`config.mk`:
```
export PLATFORM = sky130hd
export DESIGN_NAME = rtcsf_core
export DESIGN_NICKNAME = d
export VERILOG_FILES = /design/src/core/rtcsf_pkg.sv /design/src/core/rtcsf_bcd60.sv /design/src/core/rtcsf_core.sv
export VERILOG_INCLUDE_DIRS = /design/src /design/src/core
export SDC_FILE = /design/constraint.sdc
export NUM_CORES = 1
export LEC_CHECK = 0
export ABC_AREA = 1
export BUFFER_PORTS_ARGS = -buffer_cell sky130_fd_sc_hd__buf_2
export CAP_MARGIN = 20
export CORE_MARGIN = 10
export CORE_UTILIZATION = 56
export DETAILED_ROUTE_END_ITERATION = 8
export PLACE_DENSITY = 0.73
export SYNTH_ARGS = -nofsm -noshare
export SYNTH_HDL_FRONTEND = slang
export SYNTH_SLANG_ARGS = --single-unit
```
`constraint.sdc`:
```
create_clock -name clk_in -period 3.64 [get_ports clk_in]
set_clock_uncertainty 0.2 [all_clocks]
set_input_delay 0.728 -clock clk_in [delete_from_list [all_inputs] [get_ports clk_in]]
set_output_delay 0.728 -clock clk_in [all_outputs]
set_load 0.02 [all_outputs]
```
`src/core/rtcsf_regs.svh`:
```
// register map, field positions, reset values and timing counts
// assumes a 25 MHz core clock
`ifndef RTCSF_REGS_SVH
`define RTCSF_REGS_SVH

`define RTCSF_ADDR_SEC       4'h0
`define RTCSF_ADDR_MIN       4'h1
`define RTCSF_ADDR_HOUR      4'h2
`define RTCSF_ADDR_WDAY      4'h3
`define RTCSF_ADDR_CTRL2     4'hF

`define RTCSF_BIT_THRESH     7
`define RTCSF_BIT_SUPPLY_LOW 6
`define RTCSF_BIT_OSC_RUN    5
`define RTCSF_BIT_PON        4
`define RTCSF_BIT_CLKDIS_A   3
`define RTCSF_BIT_PIRQ       2
`define RTCSF_CMD_READ_BIT   3

`define RTCSF_SEC_MASK       8'h7F
`define RTCSF_HOUR_MASK      8'h3F
`define RTCSF_SEC_LAST       7'h59
`define RTCSF_HOUR_RESET     8'h12
`define RTCSF_WDAY_LAST      3'h6
`define RTCSF_HOUR_LAST_24   8'h23
`define RTCSF_HOUR_LAST_12   8'h31

`define RTCSF_PRESCALE_BITS  15
`define RTCSF_CLK_PERIOD_NS  40
`define RTCSF_ALARM_DELAY_NS 31000
`define RTCSF_ALARM_DELAY_CYC \
   ((`RTCSF_ALARM_DELAY_NS + `RTCSF_CLK_PERIOD_NS - 1) / `RTCSF_CLK_PERIOD_NS)

`endif

```
`src/core/rtcsf_pkg.sv`:
```
// types and shared decoding for the rtc status and time counters
// assumes nothing beyond a SystemVerilog compiler
package rtcsf_pkg;

   typedef enum logic [2:0] {
      CT_OFF   = 3'h0,
      CT_LOW   = 3'h1,
      CT_HZ2   = 3'h2,
      CT_HZ1   = 3'h3,
      CT_SEC   = 3'h4,
      CT_MIN   = 3'h5,
      CT_HOUR  = 3'h6,
      CT_MONTH = 3'h7
   } rtcsf_ct_type;

   typedef enum logic {PH_CMD, PH_DATA} rtcsf_phase_type;

   function automatic logic [7:0] bcd_inc(input logic [7:0] v);
      if (v[3:0] == 4'h9) begin
         return {4'(v[7:4] + 4'h1), 4'h0};
      end
      return {v[7:4], 4'(v[3:0] + 4'h1)};
   endfunction : bcd_inc

endpackage : rtcsf_pkg

```
`src/core/rtcsf_bcd60.sv`:
```
// bcd counter 00..59 with carry, used for seconds and minutes
// assumes write and tick are one-cycle strobes on clk_in
`include "rtcsf_regs.svh"
module rtcsf_bcd60 (
   // clock and reset
   input  wire logic       clk_in,
   input  wire logic       rst_in,
   // strobes and write data
   input  wire logic       tick_in,
   input  wire logic       wr_in,
   input  wire logic [7:0] wdata_in,
   // count and carry
   output logic      [7:0] count_out,
   output logic            carry_out
);
   typedef struct packed {
      logic [6:0] count;
   } rtcsf_bcd60_state_type;

   rtcsf_bcd60_state_type s;
   rtcsf_bcd60_state_type next_s;
   logic [7:0]            wmask;

   assign wmask     = wdata_in & `RTCSF_SEC_MASK;
   assign count_out = {1'b0, s.count};
   assign carry_out = tick_in && !wr_in && s.count == `RTCSF_SEC_LAST;

   always_comb begin
      next_s = s;
      if (wr_in) begin
         next_s.count = wmask[6:0];
      end else if (tick_in) begin
         next_s.count = (s.count == `RTCSF_SEC_LAST) ? 7'h00
                        : 7'(rtcsf_pkg::bcd_inc({1'b0, s.count}));
      end
   end

   always_ff @(posedge clk_in or posedge rst_in) begin
      if (rst_in) begin
         s <= '0;
      end else begin
         s <= next_s;
      end
   end
endmodule : rtcsf_bcd60

```
`src/core/rtcsf_core.sv`:
```
// rtc status register, flags, sub clock gating and time counters
// assumes serial link pins, oscillator and sense inputs are synchronous to clk_in
`include "rtcsf_regs.svh"

module rtcsf_core #(
   parameter int PRE_W = `RTCSF_PRESCALE_BITS
) (
   // clock and reset
   input  wire logic       clk_in,
   input  wire logic       rst_in,
   // four-wire serial link
   input  wire logic       ce_in,
   input  wire logic       sclk_in,
   input  wire logic       si_in,
   output logic            so_out,
   output logic            so_oe_n_out,
   // oscillator and analog sense
   input  wire logic       osc_in,
   input  wire logic       osc_halt_in,
   input  wire logic       supply_low_in,
   input  wire logic       power_on_in,
   // settings held in neighbouring registers
   input  wire logic       hour_mode_24_in,
   input  wire logic       clk_out_disable_b_in,
   input  wire logic [2:0] ct_sel_in,
   input  wire logic [1:0] alarm_enable_in,
   input  wire logic [1:0] alarm_match_in,
   input  wire logic       month_tick_in,
   // pins and side outputs
   output logic            irq_n_out,
   output logic            irq_oe_n_out,
   output logic            sub_clock_out,
   output logic            sub_clock_oe_n_out,
   output logic            supply_monitor_en_out,
   output logic            supply_thresh_out,
   output logic            ctrl_clear_out,
   output logic            day_carry_out
);
   localparam int         ALARM_DLY = `RTCSF_ALARM_DELAY_CYC;
   localparam logic [9:0] DLY_LAST  = 10'(ALARM_DLY - 1);

   if (PRE_W < 2 || ALARM_DLY > 1024) begin : g_bad_param
      $error("prescaler narrower than 2 bits or alarm delay too long");
   end

   typedef struct packed {
      rtcsf_pkg::rtcsf_phase_type phase;
      logic                       sclk_q;
      logic                       osc_q;
      logic [2:0]                 bit_cnt;
      logic [7:0]                 shift;
      logic [7:0]                 tx;
      logic [3:0]                 addr;
      logic                       rd;
      logic                       so;
      logic [PRE_W-1:0]           pre;
      logic [7:0]                 hour;
      logic [2:0]                 wday;
      logic                       thresh;
      logic                       supply_low;
      logic                       osc_run;
      logic                       power_on_flag;
      logic                       clkdis_a;
      logic                       pirq;
      logic [1:0]                 alarm_flag;
      logic [1:0]                 armed;
      logic [1:0][9:0]            dly;
      logic                       sub_clk;
      logic                       irq_n;
   } rtcsf_core_state_type;

   localparam rtcsf_core_state_type RESET_STATE = '{
      phase   : rtcsf_pkg::PH_CMD,
      hour    : `RTCSF_HOUR_RESET,
      power_on_flag     : 1'b1,
      sub_clk : 1'b1,
      irq_n   : 1'b1,
      default : '0
   };

   rtcsf_core_state_type s;
   rtcsf_core_state_type next_s;

   logic                    sclk_rise;
   logic                    sclk_fall;
   logic [7:0]              byte_in;
   logic                    wr_stb;
   logic                    sec_wr;
   logic                    min_wr;
   logic                    hour_wr;
   logic                    wday_wr;
   logic                    ctrl_wr;
   logic                    osc_rise;
   logic                    sec_tick;
   logic                    sec_carry;
   logic                    min_carry;
   logic                    day_carry;
   logic [7:0]              sec_count;
   logic [7:0]              min_count;
   logic [1:0]              alarm_seen;
   rtcsf_pkg::rtcsf_ct_type ct;

   assign sclk_rise = ce_in && sclk_in && !s.sclk_q;
   assign sclk_fall = ce_in && !sclk_in && s.sclk_q;
   assign byte_in   = {s.shift[6:0], si_in};
   assign wr_stb    = sclk_rise && s.bit_cnt == 3'h7 && s.phase == rtcsf_pkg::PH_DATA && !s.rd;
   assign sec_wr    = wr_stb && s.addr == `RTCSF_ADDR_SEC;
   assign min_wr    = wr_stb && s.addr == `RTCSF_ADDR_MIN;
   assign hour_wr   = wr_stb && s.addr == `RTCSF_ADDR_HOUR;
   assign wday_wr   = wr_stb && s.addr == `RTCSF_ADDR_WDAY;
   assign ctrl_wr   = wr_stb && s.addr == `RTCSF_ADDR_CTRL2;
   assign osc_rise  = osc_in && !s.osc_q;
   assign sec_tick  = osc_rise && (&s.pre) && !sec_wr;
   assign ct        = rtcsf_pkg::rtcsf_ct_type'(ct_sel_in);
   assign alarm_seen = s.alarm_flag & alarm_enable_in;

   // day carry in both hour formats
   assign day_carry = min_carry && !hour_wr
                      && s.hour == (hour_mode_24_in ? `RTCSF_HOUR_LAST_24 : `RTCSF_HOUR_LAST_12);

   rtcsf_bcd60 u_sec (
      .clk_in    (clk_in),
      .rst_in    (rst_in),
      .tick_in   (sec_tick),
      .wr_in     (sec_wr),
      .wdata_in  (byte_in),
      .count_out (sec_count),
      .carry_out (sec_carry)
   );

   rtcsf_bcd60 u_min (
      .clk_in    (clk_in),
      .rst_in    (rst_in),
      .tick_in   (sec_carry),
      .wr_in     (min_wr),
      .wdata_in  (byte_in),
      .count_out (min_count),
      .carry_out (min_carry)
   );

   // read image of one register; unmapped addresses read zero
   function automatic logic [7:0] read_reg(input logic [3:0] a);
      unique case (a)
         `RTCSF_ADDR_SEC   : return sec_count;
         `RTCSF_ADDR_MIN   : return min_count;
         `RTCSF_ADDR_HOUR  : return {2'b00, s.hour[5:0]};
         `RTCSF_ADDR_WDAY  : return {5'h00, s.wday};
         `RTCSF_ADDR_CTRL2 : return {s.thresh, s.supply_low, s.osc_run, s.power_on_flag,
                                     s.clkdis_a, s.pirq, alarm_seen};
         default           : return 8'h00;
      endcase
   endfunction : read_reg

   // hour step; bit 5 is pm in 12-hour mode, twenty digit otherwise
   function automatic logic [7:0] next_hour(input logic [7:0] h, input logic m24);
      if (m24) begin
         return (h == `RTCSF_HOUR_LAST_24) ? 8'h00 : rtcsf_pkg::bcd_inc(h);
      end
      unique case (h[4:0])
         5'h12   : return {2'b00, h[5], 5'h01};
         5'h11   : return {2'b00, !h[5], 5'h12};
         default : return {2'b00, h[5], 5'(rtcsf_pkg::bcd_inc({3'b000, h[4:0]}))};
      endcase
   endfunction : next_hour

   always_comb begin
      next_s        = s;
      next_s.sclk_q = sclk_in;
      next_s.osc_q  = osc_in;

      // serial slave: command byte then data bytes, address steps per byte
      if (!ce_in) begin
         next_s.phase   = rtcsf_pkg::PH_CMD;
         next_s.bit_cnt = 3'h0;
      end else if (sclk_rise) begin
         next_s.shift   = byte_in;
         next_s.bit_cnt = s.bit_cnt + 3'h1;
         if (s.bit_cnt == 3'h7) begin
            if (s.phase == rtcsf_pkg::PH_CMD) begin
               next_s.phase = rtcsf_pkg::PH_DATA;
               next_s.addr  = byte_in[7:4];
               next_s.rd    = byte_in[`RTCSF_CMD_READ_BIT];
               next_s.tx    = read_reg(byte_in[7:4]);
            end else begin
               next_s.addr = s.addr + 4'h1;
               next_s.tx   = read_reg(s.addr + 4'h1);
            end
         end
      end else if (sclk_fall && s.phase == rtcsf_pkg::PH_DATA && s.rd) begin
         next_s.so = s.tx[7];
         next_s.tx = {s.tx[6:0], 1'b0};
      end

      // sub-second prescaler
      if (sec_wr) begin
         next_s.pre = '0;
      end else if (osc_rise) begin
         next_s.pre = PRE_W'(s.pre + 1'b1);
      end

      // hours and weekday; values written are trusted to be valid
      if (hour_wr) begin
         next_s.hour = byte_in & `RTCSF_HOUR_MASK;
      end else if (min_carry) begin
         next_s.hour = next_hour(s.hour, hour_mode_24_in);
      end
      if (wday_wr) begin
         next_s.wday = byte_in[2:0];
      end else if (day_carry) begin
         next_s.wday = (s.wday == `RTCSF_WDAY_LAST) ? 3'h0 : s.wday + 3'h1;
      end

      // status writes; power-on, periodic and alarm sets below override a clear in the same cycle
      if (ctrl_wr) begin
         next_s.thresh   = byte_in[`RTCSF_BIT_THRESH];
         next_s.osc_run  = byte_in[`RTCSF_BIT_OSC_RUN];
         next_s.clkdis_a = byte_in[`RTCSF_BIT_CLKDIS_A];
         if (!byte_in[`RTCSF_BIT_SUPPLY_LOW]) begin
            next_s.supply_low = 1'b0;
         end
         if (!byte_in[`RTCSF_BIT_PON]) begin
            next_s.power_on_flag = 1'b0;
         end
         if (!byte_in[`RTCSF_BIT_PIRQ] && ct_sel_in[2]) begin
            next_s.pirq = 1'b0;
         end
         for (int i = 0; i < 2; i++) begin
            if (!byte_in[i]) begin
               next_s.alarm_flag[i] = 1'b0;
            end
         end
      end

      // monitoring runs only while the flag is clear
      if (supply_low_in && !s.supply_low) begin
         next_s.supply_low = 1'b1;
      end
      if (osc_halt_in) begin
         next_s.osc_run = 1'b0;
      end
      if (power_on_in) begin
         next_s.power_on_flag = 1'b1;
      end

      // periodic interrupt: pulse modes follow the prescaler phase
      unique case (ct)
         rtcsf_pkg::CT_OFF   : next_s.pirq = 1'b0;
         rtcsf_pkg::CT_LOW   : next_s.pirq = 1'b1;
         rtcsf_pkg::CT_HZ2   : next_s.pirq = !s.pre[PRE_W-2];
         rtcsf_pkg::CT_HZ1   : next_s.pirq = !s.pre[PRE_W-1];
         rtcsf_pkg::CT_SEC   : next_s.pirq = next_s.pirq || sec_tick;
         rtcsf_pkg::CT_MIN   : next_s.pirq = next_s.pirq || sec_carry;
         rtcsf_pkg::CT_HOUR  : next_s.pirq = next_s.pirq || min_carry;
         rtcsf_pkg::CT_MONTH : next_s.pirq = next_s.pirq || month_tick_in;
      endcase

      // alarm: delay after match, then latch flag
      for (int i = 0; i < 2; i++) begin
         if (!alarm_enable_in[i]) begin
            next_s.armed[i]      = 1'b0;
            next_s.alarm_flag[i] = 1'b0;
         end else if (alarm_match_in[i]) begin
            next_s.armed[i] = 1'b1;
            next_s.dly[i]   = 10'h000;
         end else if (s.armed[i]) begin
            if (s.dly[i] == DLY_LAST) begin
               next_s.armed[i]      = 1'b0;
               next_s.alarm_flag[i] = 1'b1;
            end else begin
               next_s.dly[i] = s.dly[i] + 10'h001;
            end
         end
      end

      // power-on holds control bits cleared, so the pin stays released
      if (next_s.power_on_flag) begin
         next_s.thresh     = 1'b0;
         next_s.supply_low = 1'b0;
         next_s.clkdis_a   = 1'b0;
         next_s.pirq       = 1'b0;
         next_s.alarm_flag = 2'b00;
         next_s.armed      = 2'b00;
      end

      next_s.sub_clk = (s.clkdis_a && clk_out_disable_b_in) ? 1'b1 : osc_in;
      next_s.irq_n   = !(next_s.pirq || (|next_s.alarm_flag));
   end

   always_ff @(posedge clk_in or posedge rst_in) begin
      if (rst_in) begin
         s <= RESET_STATE;
      end else begin
         s <= next_s;
      end
   end

   assign so_out                = s.so;
   assign so_oe_n_out           = !(ce_in && s.phase == rtcsf_pkg::PH_DATA && s.rd);
   assign irq_n_out             = s.irq_n;
   assign irq_oe_n_out          = s.irq_n;
   assign sub_clock_out         = s.sub_clk;
   assign sub_clock_oe_n_out    = s.sub_clk;
   assign supply_monitor_en_out = !s.supply_low;
   assign supply_thresh_out     = s.thresh;
   assign ctrl_clear_out        = s.power_on_flag;
   assign day_carry_out         = day_carry;
endmodule : rtcsf_core

```
==> metrics <==
area post-placement=~6700 sq um; total power=between 2 and 3 mW; DR pass1 iterations=6; Root Driver=clkbuf_16; final hold vios=0; starting density of the core=between 50% and 60%; top cells by area, synth=dfrtp_1 (37%), nand2_1 (12%), inv_1 (6.8%); H-tree depth=3; post-layout instance area=between 7000 and 8000 sq um; Yosys cell types=~50; RSZ-0062 raised after global routing=no; Critical R2R Launch=s[80]; via count of the first global-routing pass=between 5000 and 6000; Critical Path AT=~2.4 ns; DRC viols=0; CORE AREA=around 11000 sq um; antenna-violating nets left=0; headroom to the max-slew limit=49.58%; PD cells=approximately 380 nW/um^2; hold buffers post-CTS=0; worst-path cell chain=ha_1, inv_1, nor2_2, nand3_1, nor2_1, nand4_1, nor2_1, nand3_1, nor3b_1, buf_2; P_sw=a little over 0.7 mW; fin crit share=between 90% and 100%; R2R Path End=u_min.s[5]; Setup CP Type=flip-flop to output pin; reg2reg setup slack=1.20 ns; #FFs+latches synth=99; Reg clk slew, reported paths=approximately 0.060 ns; Tmin final=3.314 ns; clock share of power=40.5%; Syn Inst Count=about 850; hold path endpoint=s[55]; port bufs=28; die area=about 16000 sq um; Inserted Diodes=0; I/O pins=29; P_int=1.957 mW; Startpoint Class=flip-flop; number of antenna violations at the first check in global routing=0; Max FO, Critical Path=5; CTS resizes=0; HP Start=s[55]; clock latency on the worst-skew pair=between 0.3 and 0.4 ns; TritonCTS buffer count=9; Comb power frac=12.1%; max_cap viols=0; r2r worst-path depth=12; Max Slew Vio Count=0; Async SR Flop Fraction=100.0%; Leakage=roughly 3.4 nW; first-pass GRT wire length=27530 um; routability cong.=0.9623; most instantiated cells after synthesis=nand2_1 (203), inv_1 (115), dfrtp_1 (94); layout cells sized above 1=a little under an eighth; Nets=about 920; worst hold margin=about 0.30 ns; Synth area leader=dfrtp_1; Routed WL=16650 um; Setup Slack @ Placement=0.4111 ns; Num Clock Sinks=just under 100; setup TNS=0 ns; standard-cell rows=38; Hold Crit Depth=1; most common cell in the synthesized netlist=nand2_1; largest net degree at the start of global routing=62; Worst Max-Slew Pin Slew=between 0.7 and 0.8 ns; via count=5815; share of the yosys chip area belonging to registers=between 30% and 40%; CTS tree=done; Yosys warning count=0; wire length per cell=roughly 16 um; ys flop type=dfrtp_1; slowest stage delay, CP=0.39 ns; slack of the critical path=between 0.3 and 0.4 ns; grt ovf=0; DP Wirelength=about 13000 um; DRT iter0 DRCs=506; Avg Cell Area, Syn=approximately 7.5 sq um; Area Overhead vs Synth=9.965%; crit path capture type=output pin; top-area cell type share of the netlist area=between 30% and 40%; Post-synth EDFFs=0; Worst Hold Class=flip-flop to flip-flop; CP max-delay cell=dfrtp_1; Setup Viol. Count Final=0; Total GRT Usage=20.68%; Syn Nets=between 800 and 900; register share of total power=47.4%; outcome=finished clean; vias per cell=about 5.7; achievable frequency=roughly 300 MHz; die height=between 100 and 150 um; Die X=~130 um; # Post-CTS Setup Buffers=0; Critical Path RT=approximately 2.7 ns; Max clock buf depth=2; Sw Share=a little over a quarter; Post-Syn Area=around 6400 sq um; worst IR drop on VDD=approximately 0.41 mV
flip-flops by register name (all words and copies together) (netlist names):
signal              count
s                      73
byte_in                 7
u_min.s                 7
u_sec.s                 7
ctrl_clear_out          1
irq_n_out               1
so_out                  1
sub_clock_oe_n_out      1
supply_thresh_out       1
kinds of logic after synthesis:
logic type	count (synthesis)	share of synthesized area (%)
XOR/XNOR	23	3.152
multiplexers	1	0.1762
flip-flops	99	38.86
AND/OR/NAND/NOR	436	32.52
adder cells (fa/ha/maj)	22	4.307
AO/OA/AOI/OAI	132	12.49
buffers and inverters	138	8.496
layer usage:
| layer | wire [um] | track usage [%] | vias to the layer above |
|---|---|---|---|
| li1 | - | - | 2877 |
| met1 | 7576 | 27.37 | 2702 |
| met2 | 7612 | 32.69 | 205 |
| met3 | 1066 | 4.456 | 31 |
| met4 | 396 | 7.100 | 0 |
| met5 | 0 | 0 | - |
worst max-delay path: cells and delay by family, from the launching register on:
kind                       cells  cell delay (ns)
buffers and inverters          2             0.24
adders and majority gates      1             0.18
and+or+nand+nor                7             1.21
DFF                            1             0.39
layout make-up:
type,instances,area (sq um)
Fill cell,988,3955
Sequential cell,99,2484
Clock buffer,12,236.5
Clock inverter,4,98.84
Tap cell,140,175.2
Inverter,124,471.7
Multi-Input combinational cell,614,3364
Timing Repair Buffer,34,197.7
worst max path at each step:
stage                       from       endpoint  slack [ns]
final                      s[43]  day_carry_out        0.33
after CTS                  s[43]  day_carry_out        0.34
after floorplan           rst_in     byte_in[1]        0.13
after global routing       s[43]  day_carry_out        0.04
after detailed placement  osc_in  day_carry_out        0.41
after global placement    osc_in  day_carry_out        0.43
power groups by stage:
stage / sequential, mW / combinational (mW) / clock (mW)
after floorplan: 1.26 / 0.238 / 0
after global placement: 1.28 / 0.315 / 0
after detailed placement: 1.28 / 0.320 / 0
after CTS: 1.27 / 0.323 / 1.10
after global routing: 1.28 / 0.370 / 1.14
final: 1.27 / 0.325 / 1.08
layout by cell type, fill, tap and decap left out, types with 19 or more instances in the layout:
cell     synthesis  routed
nand2_1        203     203
xor2_1          23      23
a21oi_1         35      35
nor2_1          72      72
buf_2            5      28
nor3_1          19      19
nand4_1         30      30
dfrtp_1         94      94
inv_1          115     114
nand3_1         66      66
o21ai_0         49      49
ha_1            22      22
through the flow:
step | instances | util, %
CTS | 1027 | 63.99
finish | 1027 | 63.99
global route | 1027 | 63.99
floorplan | 851 | -
detailed placement | 1011 | 60.94
global placement | 1011 | 60.94
Power figures use the tool's default switching activity.
